[src/rtl/dual_switch_pkg.sv]
// Package for the dual-channel switch control block: APB register map, field layout, timing counts and types.
// Assumes a 200 MHz APB clock and one APB slave with 32-bit data.
package dual_switch_pkg;

	// Register byte offsets.
	localparam logic [7:0] CTRL_OFFSET    = 8'h00;
	localparam logic [7:0] STATUS_OFFSET  = 8'h04;
	localparam logic [7:0] MONITOR_OFFSET = 8'h08;

	// Control register field positions.
	localparam int CTRL_REQ1_BIT  = 0;
	localparam int CTRL_REQ2_BIT  = 1;
	localparam int CTRL_DIAG_BIT  = 2;
	localparam int CTRL_SELA_BIT  = 3;
	localparam int CTRL_SELB_BIT  = 4;
	localparam int CTRL_LATCH_BIT = 5;
	localparam logic [5:0] CTRL_RESET = 6'h00;

	// Timing: standby wait and retry time in microseconds, clock in MHz.
	localparam int CLOCK_MHZ           = 200;
	localparam int STANDBY_WAIT_US     = 100;
	localparam int RETRY_TIME_US       = 10;
	localparam int SENSE_SETTLING_US   = 200;
	localparam int STANDBY_WAIT_CYCLES = STANDBY_WAIT_US * CLOCK_MHZ;
	localparam int RETRY_CYCLES        = RETRY_TIME_US * CLOCK_MHZ;
	localparam int TIMER_WIDTH         = 24;

	// Device modes, one-hot.
	typedef enum logic [4:0] {
		MODE_STANDBY_DELAY = 5'h01,
		MODE_STANDBY       = 5'h02,
		MODE_DIAGNOSTIC    = 5'h04,
		MODE_ACTIVE        = 5'h08,
		MODE_FAULT         = 5'h10
	} device_mode_t;

	// Sense multiplexer output selection.
	typedef enum logic [2:0] {
		SENSE_HIGH_Z   = 3'h0,
		SENSE_CURRENT1 = 3'h1,
		SENSE_CURRENT2 = 3'h2,
		SENSE_TEMP     = 3'h3,
		SENSE_FAULT    = 3'h4,
		SENSE_UNDEF    = 3'h5
	} sense_route_t;

	// Analog condition flags per channel.
	typedef struct packed {
		logic shutdown_event;
		logic fault_present;
		logic off_state_open;
	} channel_cond_t;

endpackage : dual_switch_pkg

[src/rtl/dual_switch_diag_control.sv]
// Control and diagnostic logic of a dual-channel high-side switch with a sense multiplexer.
// Assumes analog conditions arrive synchronous to pclk and software drives controls over APB.
//
// Summary of operation
// - Diagnostics off: sense output high impedance
// - Select 00/01 routes channel one/two current
// - Select 10 always routes device temperature
// - Select 11 has undefined sense output
// - Selected channel fault drives fixed fault level
// - All inputs low enters standby delay
// - Inputs low for wait time enters standby
// - Standby: minimum power, no diagnostics
// - Diagnostic state with both switches off
// - Any switch enabled with no channel faulted means active state
// - Over-temperature or current-limit shutdown enters fault
// - Leave fault: cleared, latch low, retry expired
// - After fault, switch follows its request
// - Channels are controlled and faulted independently
// - Ground loss disables both switches
// - Ground return resumes normal operation
// - Inverse current is ignored entirely
// - Off-state open-load flag tracks, clears on edges
// - Latch high keeps faulted channel off
//
// Our own choices: the address map and register access over APB.
`timescale 1ns/1ps
`default_nettype none

module dual_switch_diag_control #(
	parameter int STANDBY_WAIT_CYCLES = dual_switch_pkg::STANDBY_WAIT_CYCLES,
	parameter int RETRY_CYCLES        = dual_switch_pkg::RETRY_CYCLES
) (
	input  wire logic                          pclk,
	input  wire logic                          presetn,
	input  wire logic                          psel,
	input  wire logic                          penable,
	input  wire logic                          pwrite,
	input  wire logic [7:0]                    paddr,
	input  wire logic [31:0]                   pwdata,
	output logic      [31:0]                   prdata,
	output logic                               pready,
	output logic                               pslverr,
	input  wire dual_switch_pkg::channel_cond_t cond_one,
	input  wire dual_switch_pkg::channel_cond_t cond_two,
	input  wire logic                          ground_lost,
	output logic      [1:0]                    switch_on,
	output logic                               low_power,
	output dual_switch_pkg::sense_route_t      sense_route,
	output logic                               sense_oe
);

	// Software controls.
	logic [5:0] ctrl;
	logic [5:0] next_ctrl;
	logic [5:0] prev_ctrl;
	logic       channel_one_request;
	logic       channel_two_request;
	logic       diagnostic_enable;
	logic       sense_select_first;
	logic       sense_select_second;
	logic       latch_select;

	assign channel_one_request = ctrl[dual_switch_pkg::CTRL_REQ1_BIT];
	assign channel_two_request = ctrl[dual_switch_pkg::CTRL_REQ2_BIT];
	assign diagnostic_enable   = ctrl[dual_switch_pkg::CTRL_DIAG_BIT];
	assign sense_select_first  = ctrl[dual_switch_pkg::CTRL_SELA_BIT];
	assign sense_select_second = ctrl[dual_switch_pkg::CTRL_SELB_BIT];
	assign latch_select        = ctrl[dual_switch_pkg::CTRL_LATCH_BIT];

	// Timer width and load values come first, since the counter declarations below use them.
	localparam int TIMER_W = dual_switch_pkg::TIMER_WIDTH;
	localparam logic [TIMER_W-1:0] RETRY_LOAD = TIMER_W'(RETRY_CYCLES);
	localparam logic [TIMER_W-1:0] WAIT_LOAD  = TIMER_W'(STANDBY_WAIT_CYCLES);

	// Per-channel state.
	logic [1:0] requests;
	logic [1:0] prev_requests;
	logic [1:0] faulted;
	logic [1:0] next_faulted;
	logic [1:0] open_flag;
	logic [1:0] next_open_flag;
	logic [1:0] next_switch_on;
	logic [TIMER_W-1:0] retry_count [2];
	logic [TIMER_W-1:0] next_retry_count [2];
	dual_switch_pkg::channel_cond_t conds [2];

	assign requests    = {channel_two_request, channel_one_request};
	assign prev_requests = {prev_ctrl[dual_switch_pkg::CTRL_REQ2_BIT], prev_ctrl[dual_switch_pkg::CTRL_REQ1_BIT]};
	assign conds[0]    = cond_one;
	assign conds[1]    = cond_two;

	// Each channel runs its own fault, retry and open-load logic, so one fault never touches the other.
	for (genvar ch = 0; ch < 2; ch++) begin : g_channel
		always_comb begin
			next_faulted[ch]     = faulted[ch];
			next_retry_count[ch] = retry_count[ch];
			next_switch_on[ch]   = 1'b0;
			next_open_flag[ch]   = 1'b0;
			if (conds[ch].shutdown_event) begin
				// Shutdown restarts the retry timer; the set wins over any exit in this cycle.
				next_faulted[ch]     = 1'b1;
				next_retry_count[ch] = RETRY_LOAD;
			end else if (faulted[ch]) begin
				if (retry_count[ch] != '0) begin
					next_retry_count[ch] = retry_count[ch] - TIMER_W'(1);
				end
				// Latch high holds the channel off until it is driven low.
				if (!conds[ch].fault_present && !latch_select && retry_count[ch] == '0) begin
					next_faulted[ch] = 1'b0;
				end
			end
			// The switch follows its request once out of fault; ground loss forces it off.
			if (!next_faulted[ch] && requests[ch] && !ground_lost) begin
				next_switch_on[ch] = 1'b1;
			end
			// Off-state detection tracks the output; a request rise or diagnostics fall clears it.
			if (diagnostic_enable && !requests[ch] && !switch_on[ch] && !(requests[ch] && !prev_requests[ch])) begin
				next_open_flag[ch] = conds[ch].off_state_open;
			end
		end
	end

	// Mode machine; ground return simply lets the mode follow the inputs again.
	dual_switch_pkg::device_mode_t mode;
	dual_switch_pkg::device_mode_t next_mode;
	logic [TIMER_W-1:0] wait_count;
	logic [TIMER_W-1:0] next_wait_count;
	logic               all_low;

	assign all_low = !channel_one_request && !channel_two_request && !diagnostic_enable;

	always_comb begin
		next_mode       = mode;
		next_wait_count = wait_count;
		if (next_faulted != 2'b00) begin
			next_mode = dual_switch_pkg::MODE_FAULT;
		end else if (next_switch_on != 2'b00) begin
			next_mode = dual_switch_pkg::MODE_ACTIVE;
		end else if (diagnostic_enable) begin
			next_mode = dual_switch_pkg::MODE_DIAGNOSTIC;
		end else if (all_low) begin
			case (mode)
				dual_switch_pkg::MODE_STANDBY: begin
					next_mode = dual_switch_pkg::MODE_STANDBY;
				end
				dual_switch_pkg::MODE_STANDBY_DELAY: begin
					if (wait_count == '0) begin
						next_mode = dual_switch_pkg::MODE_STANDBY;
					end else begin
						next_wait_count = wait_count - TIMER_W'(1);
					end
				end
				default: begin
					next_mode       = dual_switch_pkg::MODE_STANDBY_DELAY;
					next_wait_count = WAIT_LOAD;
				end
			endcase
		end else begin
			// A request held off by ground loss keeps the device out of standby.
			next_mode = dual_switch_pkg::MODE_ACTIVE;
		end
	end

	// Sense multiplexer; inverse current has no input here and so can never raise a fault.
	dual_switch_pkg::sense_route_t next_sense_route;
	logic                          next_sense_oe;
	logic                          sel_fault;

	assign sel_fault = sense_select_second ? (faulted[1] || open_flag[1]) : (faulted[0] || open_flag[0]);

	always_comb begin
		next_sense_route = dual_switch_pkg::SENSE_HIGH_Z;
		next_sense_oe    = 1'b0;
		// Standby offers no diagnostics, so the pin floats there too.
		if (diagnostic_enable && next_mode != dual_switch_pkg::MODE_STANDBY) begin
			next_sense_oe = 1'b1;
			if (sense_select_first && !sense_select_second) begin
				next_sense_route = dual_switch_pkg::SENSE_TEMP;
			end else if (sense_select_first) begin
				next_sense_route = dual_switch_pkg::SENSE_UNDEF;
			end else if (sel_fault) begin
				next_sense_route = dual_switch_pkg::SENSE_FAULT;
			end else if (sense_select_second) begin
				next_sense_route = dual_switch_pkg::SENSE_CURRENT2;
			end else begin
				next_sense_route = dual_switch_pkg::SENSE_CURRENT1;
			end
		end
	end

	// APB slave: zero wait states, unmapped addresses return an error; status is read-only.
	logic [31:0] next_prdata;
	logic        next_pslverr;
	logic        access;

	assign access = psel && !penable;

	always_comb begin
		next_ctrl    = ctrl;
		next_prdata  = prdata;
		next_pslverr = 1'b0;
		if (access) begin
			next_prdata = 32'h0000_0000;
			if (paddr == dual_switch_pkg::CTRL_OFFSET) begin
				if (pwrite) begin
					next_ctrl = pwdata[5:0];
				end else begin
					next_prdata = {26'h0000000, ctrl};
				end
			end else if (paddr == dual_switch_pkg::STATUS_OFFSET && !pwrite) begin
				next_prdata = {20'h00000, open_flag, faulted, switch_on, 1'b0, mode};
			end else if (paddr == dual_switch_pkg::MONITOR_OFFSET && !pwrite) begin
				next_prdata = {29'h00000000, sense_route};
			end else begin
				next_pslverr = 1'b1;
			end
		end
	end

	// All state is registered here; pready rises in the access phase after a one-cycle setup.
	always_ff @(posedge pclk or negedge presetn) begin
		if (!presetn) begin
			ctrl           <= dual_switch_pkg::CTRL_RESET;
			prev_ctrl      <= dual_switch_pkg::CTRL_RESET;
			faulted        <= 2'b00;
			open_flag      <= 2'b00;
			switch_on      <= 2'b00;
			retry_count[0] <= '0;
			retry_count[1] <= '0;
			mode           <= dual_switch_pkg::MODE_STANDBY_DELAY;
			// Reset starts in standby delay, so the full wait must still run before standby.
			wait_count     <= WAIT_LOAD;
			sense_route    <= dual_switch_pkg::SENSE_HIGH_Z;
			sense_oe       <= 1'b0;
			prdata         <= 32'h0000_0000;
			pready         <= 1'b0;
			pslverr        <= 1'b0;
			low_power      <= 1'b0;
		end else begin
			ctrl           <= next_ctrl;
			prev_ctrl      <= ctrl;
			faulted        <= next_faulted;
			open_flag      <= next_open_flag;
			switch_on      <= next_switch_on;
			retry_count[0] <= next_retry_count[0];
			retry_count[1] <= next_retry_count[1];
			mode           <= next_mode;
			wait_count     <= next_wait_count;
			sense_route    <= next_sense_route;
			sense_oe       <= next_sense_oe;
			prdata         <= next_prdata;
			pready         <= access;
			pslverr        <= next_pslverr;
			low_power      <= (next_mode == dual_switch_pkg::MODE_STANDBY);
		end
	end

endmodule : dual_switch_diag_control

`default_nettype wire

[config.mk]
export PLATFORM = sky130hd
export DESIGN_NAME = dual_switch_diag_control
export DESIGN_NICKNAME = d
export VERILOG_FILES = /design/src/rtl/dual_switch_pkg.sv /design/src/rtl/dual_switch_diag_control.sv
export SDC_FILE = /design/constraint.sdc
export NUM_CORES = 1
export LEC_CHECK = 0
export ABC_AREA = 0
export CAP_MARGIN = 20
export CORE_UTILIZATION = 50
export DETAILED_ROUTE_END_ITERATION = 8
export DONT_BUFFER_PORTS = 1
export PLACE_DENSITY = 0.77
export SYNTH_ARGS = -nofsm -noshare
export SYNTH_HDL_FRONTEND = slang
export SYNTH_SLANG_ARGS = --single-unit
[constraint.sdc]
create_clock -name pclk -period 4 [get_ports pclk]
set_input_delay 0.2 -clock pclk [delete_from_list [all_inputs] [get_ports pclk]]
set_output_delay 0.2 -clock pclk [all_outputs]
set_load 0.02 [all_outputs]
# --- Yosys cells after proc, flatten, opt, wreduce, memory -nomap -nowiden ---
# Cells that the tools add are included.
op_classes:
  add_sub_neg: 3
  eq_ne: 7
  n_mux: 39
  bitwise_logic: 4
  n_reduce_logical: 59
ops:
  columns: ["operator", "n"]
  rows:
  - ["$mux 24", 7]
  - ["$logic_not 24->1", 3]
  - ["$sub 24x1->24 const B", 3]
  - ["$pmux 24 s2", 1]
  - ["$reduce_bool 24->1", 2]
  - ["$mux 32", 1]
  - ["$mux 5", 5]
  - ["$logic_and 1x1->1", 23]
  - ["$logic_not 1->1", 18]
  - ["$mux 1", 16]
  - ["$mux 3", 5]
  - ["$mux 12", 1]
  - ["$reduce_bool 2->1", 6]
  - ["$eq 5x2->1 const B", 2]
  - ["$pmux 5 s2", 1]
  - ["$eq 8x3->1 const B", 1]
  - ["$eq 8x4->1 const B", 1]
  - ["$logic_not 8->1", 1]
  - ["$mux 6", 1]
  - ["$reduce_and 6->1", 1]
  - ["$eq 5x1->1 const B", 1]
  - ["$ne 5x2->1 const B", 1]
  - ["$not 1->1", 4]
  - ["$reduce_and 2->1", 2]
  - ["other kinds (4)", 5]
totals:
  reg_bits: 130
  inputBits: 52
  out_inout_bits: 41
  word_cells: 127

# --- Logic depth before layout (Yosys ltp) ---
logic_depth:
  ltp_word: 16
  ltp_mapped: 10
  mapped_depth_nobuf: 8

# --- Worst setup path before layout ---
# No wires, ideal clock.
synth_path:
  path_kind: "register -> register"
  start: "register wait_count[0]"
  end: "register wait_count[4]"
  setup_time_ns: 0.126
  arrival_time_ns: 2.446
  required_ns: 3.874
  setup_slack_ns: 1.428
  path_stages_with_launch: 10
  path_buffers: 1
  synth_period_minus_slack_ns: 2.572
  cell_sequence: "dfrtp_1 -> inv_1 -> ha_1 -> or3b_2 -> or4_4 -> nor4_2 -> or2_1 -> buf_6 -> nor4_1 -> a221o_1"
synth_between:
  elab_chain_len: 3
  word_cells_on_any_way: 6
  classes_between: "add/sub (1); eq/ne (1); mux (2); reduce/logical (2)"
synth_lines:
  columns: ["element", "line", "text"]
  rows:
  - ["start: declaration", "dual_switch_diag_control.sv:126", "logic [TIMER_W-1:0] wait_count;"]
  - ["start signal: assignment", "dual_switch_diag_control.sv:248", "wait_count <= next_wait_count;"]
  - ["$sub 24x1->24 or $logic_not 24->1 (tied branches)", "dual_switch_diag_control.sv:150, dual_switch_diag_control.sv:147", null]
  - ["$mux 24 or $ne 2x2->1 (tied branches)", null, null]
  - ["$pmux 24 s2 or $reduce_and 6->1 (tied branches)", null, null]
# Parallel ways exist; a longest one is shown, timed or not. The select of a mux whose other input is x is not followed.
# A chain may end at the register's enable or synchronous reset.

# --- Worst setup path after layout ---
layout_path:
  start: "register retry_count[26] in the netlist's numbering"
  end: "register wait_count[9]"
layout_between:
  elab_chain_len: 12
  word_cells_on_any_way: 14
  classes_between: "mux (4); bitwise (2); reduce/logical (8)"
layout_lines:
  columns: ["element", "line", "text"]
  rows:
  - ["start: declaration", "dual_switch_diag_control.sv:83", "logic [TIMER_W-1:0] retry_count [2];"]
  - ["$logic_not 24->1 (*)", "dual_switch_diag_control.sv:108", "if (!conds[ch].fault_present && !latch_select && retry_count[ch] == '0) begin"]
  - ["$logic_and 1x1->1 (*)", "dual_switch_diag_control.sv:108", null]
  - ["$mux 1 (*)", "dual_switch_diag_control.sv:108", null]
  - ["$mux 1 (*)", "dual_switch_diag_control.sv:103", "end else if (faulted[ch]) begin"]
  - ["$mux 1 (*)", "dual_switch_diag_control.sv:99", "if (conds[ch].shutdown_event) begin"]
  - ["$logic_not 1->1", "dual_switch_diag_control.sv:113", "if (!next_faulted[ch] && requests[ch] && !ground_lost) begin"]
  - ["$logic_and 1x1->1 (2 in a row)", "dual_switch_diag_control.sv:113", null]
  - ["$mux 1", "dual_switch_diag_control.sv:113", null]
  - ["$reduce_bool 2->1", "dual_switch_diag_control.sv:137", "end else if (next_switch_on != 2'b00) begin"]
  - ["$not 1->1 (no source line)", null, null]
  - ["$reduce_and 6->1 (no source line) (*)", null, null]
# Mark *: on every way between the ends. The rest lies on a longest branch, timed or not.

==> impl_metrics.json <==
{
  "place_ws_ns": 0.8912,
  "synth.avg_cell_area_um2": 9.831,
  "post-route-min-period_ns": 3.151,
  "cp_slowest_cell": "nor3_2",
  "grt_pass1_wl_um": 19240,
  "whs_ns": 0.02579,
  "postPlaceCellArea_mm2": 0.005522,
  "drv_cap": 0,
  "worst_setup_path_start_kind": "register",
  "max_freq_mhz": 317.4,
  "syn_inst": 561,
  "synth.yosys.seq_area_share_pct": 49.14,
  "yosysWarnings": 0,
  "ys.flop_type": "dfrtp_1",
  "p_leak_nw": 2.361,
  "hpwlAfterDp_um": 7526,
  "power_density_mw_per_mm2": 336.8,
  "reg2reg_to": "wait_count[9]",
  "synthDistinctLibCells": 59,
  "h-tree-depth": 3,
  "num_vias": 4160,
  "layout-drive-gt1-share_pct": 9.347,
  "tritoncts": "yes",
  "hp-start": "paddr[2]",
  "path_delay_family": "simple AND/OR/NAND/NOR gates",
  "grt_pass1_vias": 4109,
  "final_util_pct": 55.65,
  "cp_num_buf_inv": 0,
  "finalInstanceArea_mm2": 0.005848,
  "finClkSkew_ns": 0.01150,
  "yosys-top-cells-count": "dfrtp_1, nor2_1, nand2_1, nor3_1, o21ai_0",
  "synth-edff-count": 0,
  "path_cells": "nor2_1 -> nand3_1 -> o41ai_2 -> nand3_2 -> nor3_2 -> a41oi_1",
  "finalSetupViolCount": 0,
  "cts-resized-gates": 0,
  "hold_depth": 3,
  "outcome": "finished, final reports clean",
  "ir_worst_vdd_mv": 0.2246,
  "final_nets": 619,
  "die-area_mm2": 0.01145,
  "worstPathArrival_ns": 3.42,
  "die_h_um": 107.0,
  "cts_root_buffer": "clkbuf_8",
  "cp.required_ns": 4.27,
  "hp-class": "input pin to register",
  "path_class": "register to register",
  "grt.total_usage_pct": 21.22,
  "ant_nets": 0,
  "antennaDiodeCount": 0,
  "area_growth_pct": 6.034,
  "cp_slowest_stage_delay_ns": 0.63,
  "portBuffers": 0,
  "clk_pin_slew_worst_paths_ns": 0.10,
  "io_pins": 93,
  "gp_congestion": 0.7869,
  "relSlewSlack_pct": 32.85,
  "final-hold-violation-count": 0,
  "fin_setup_tns_ns": 0,
  "synth_top_area_share_pct": 46.28,
  "synth_area_leaders": "dfrtp_1, nor2_1, xnor2_1",
  "drc": 0,
  "cts_buffers": 9,
  "worstSkewPairLatency_ns": 0.38,
  "rsz0062_at_grt": "false",
  "dr.pass1.iters": 5,
  "finalCritPeriodShare_pct": 78.77,
  "fp.dieW_um": 107.0,
  "avgViaCountPerCell": 5.917,
  "fp-row-count": 37,
  "cts.sinks": 108,
  "grt_max_degree": 109,
  "ys_async_sr_fraction_pct": 100.0,
  "critical_path.endpoint_type": "register",
  "coreArea_mm2": 0.01051,
  "drt-initial-drc-count": 412,
  "routed_wl_um": 11340,
  "r2r_cells": 6,
  "r2r_start": "retry_count[26]",
  "setup_ws_ns": 0.8490,
  "initial_core_util_pct": 52.48,
  "synth_seq_cells": 108,
  "hold_end": "prdata[5]",
  "post_cts_buffers": 0,
  "drv_slew": 0,
  "gr-total-overflow": 0,
  "yosysMostFrequentCell": "dfrtp_1",
  "yosys.area.top_type": "dfrtp_1",
  "clockBufferDepth": 2,
  "tightest_slew_ns": 1.003,
  "regToRegSetupSlack_ns": 0.85,
  "wire_per_inst_um": 16.13,
  "antenna_found_initial": 0,
  "worstPathMaxFanout": 19,
  "syn_area_mm2": 0.005515
}
## metal layers
metal | GRT usage (%) | wire length [um] | up-vias
li1 | - | - | 1976
met3 | 3.526 | 511 | 19
met5 | 0 | 0 | -
met2 | 34.52 | 5459 | 130
met4 | 10.57 | 232 | 0
met1 | 27.39 | 5133 | 2035
## worst max-delay path by stage
stage,from,end,slack [ns],depth (start not counted)
2_1_floorplan,wait_count[0],wait_count[4],1.43,9
3_3_place_gp,retry_count[29],wait_count[9],0.95,6
3_5_place_dp,retry_count[32],wait_count[9],0.89,6
4_1_cts,retry_count[29],wait_count[9],0.86,6
5_1_grt,retry_count[28],wait_count[9],0.61,6
6_report,retry_count[26],wait_count[9],0.85,6
## per-stage QoR
stage / instances / total power [mW]
finish: 703 / 1.970
CTS: 703 / 1.975
detailed placement: 674 / 1.326
global route: 703 / 2.062
floorplan: 580 / 1.313
global placement: 674 / 1.316
## what timing repair did
item / CTS / global route
hold buffers: 13 / 0
endpoints found under the hold margin: 167 / 0
endpoints found under the setup margin: 0 / 0
## cells by family (layout without fill, tap and decap cells)
logic type | Yosys count | count (layout) | share of synthesized area (%)
compound gates | 100 | 100 | 12.36
xor+xnor | 35 | 35 | 5.558
fa+ha+maj | 6 | 6 | 1.316
buf+inv | 64 | 51 | 6.034
flops | 108 | 108 | 49.14
mux | 11 | 11 | 2.132
other cells | 1 | 20 | 0.06799
simple gates | 236 | 236 | 23.39
## cell type report
| class | instances | area [um2] |
|---|---|---|
| Sequential cell | 108 | 2710 |
| Inverter | 18 | 67.56 |
| Fill cell | 871 | 4661 |
| Tap cell | 136 | 170.2 |
| Clock buffer | 11 | 141.4 |
| Timing Repair Buffer | 17 | 177.7 |
| Clock inverter | 5 | 37.54 |
| Multi-Input combinational cell | 408 | 2544 |
## worst reg2reg max path, stage by stage, from the launching register on
cell and delay, ns:
dfrtp_1 0.43, nor2_1 0.56, nand3_1 0.29, o41ai_2 0.46, nand3_2 0.47, nor3_2 0.63, a41oi_1 0.21
## sequential cells by signal (all words and copies together), names as in the netlist, 2 cells and up
| register | count |
|---|---|
| retry_count | 48 |
| wait_count | 24 |
| prdata | 12 |
| ctrl | 6 |
| mode | 5 |
| sense_route | 3 |
| faulted | 2 |
| open_flag | 2 |
| switch_on | 2 |
## report_power, final
group	internal [mW]	switching (mW)	leakage, nW
registers	1.12	0.0322	1.39
logic	0.0648	0.132	0.884
clock network	0.245	0.377	0.0855
## cell usage in the layout (no fill, tap or decap), drive strengths merged, types with 4 or more instances in the layout
cell type	n
a21oi	16
a22o	8
a31oi	11
buf	5
clkbuf	11
conb	20
dfrtp	102
dfstp	6
dlygate4sd3	12
ha	5
inv	18
mux2	6
mux2i	5
nand2	31
nand2b	14
nand3	17
nand4	6
nor2	65
nor3	31
nor3b	5
nor4	17
nor4b	5
o21ai	24
o31ai	17
o41ai	6
or2	6
or3	12
or3b	4
or4	9
xnor2	19
xor2	16
No activity file was read; power rests on OpenSTA's default activity.
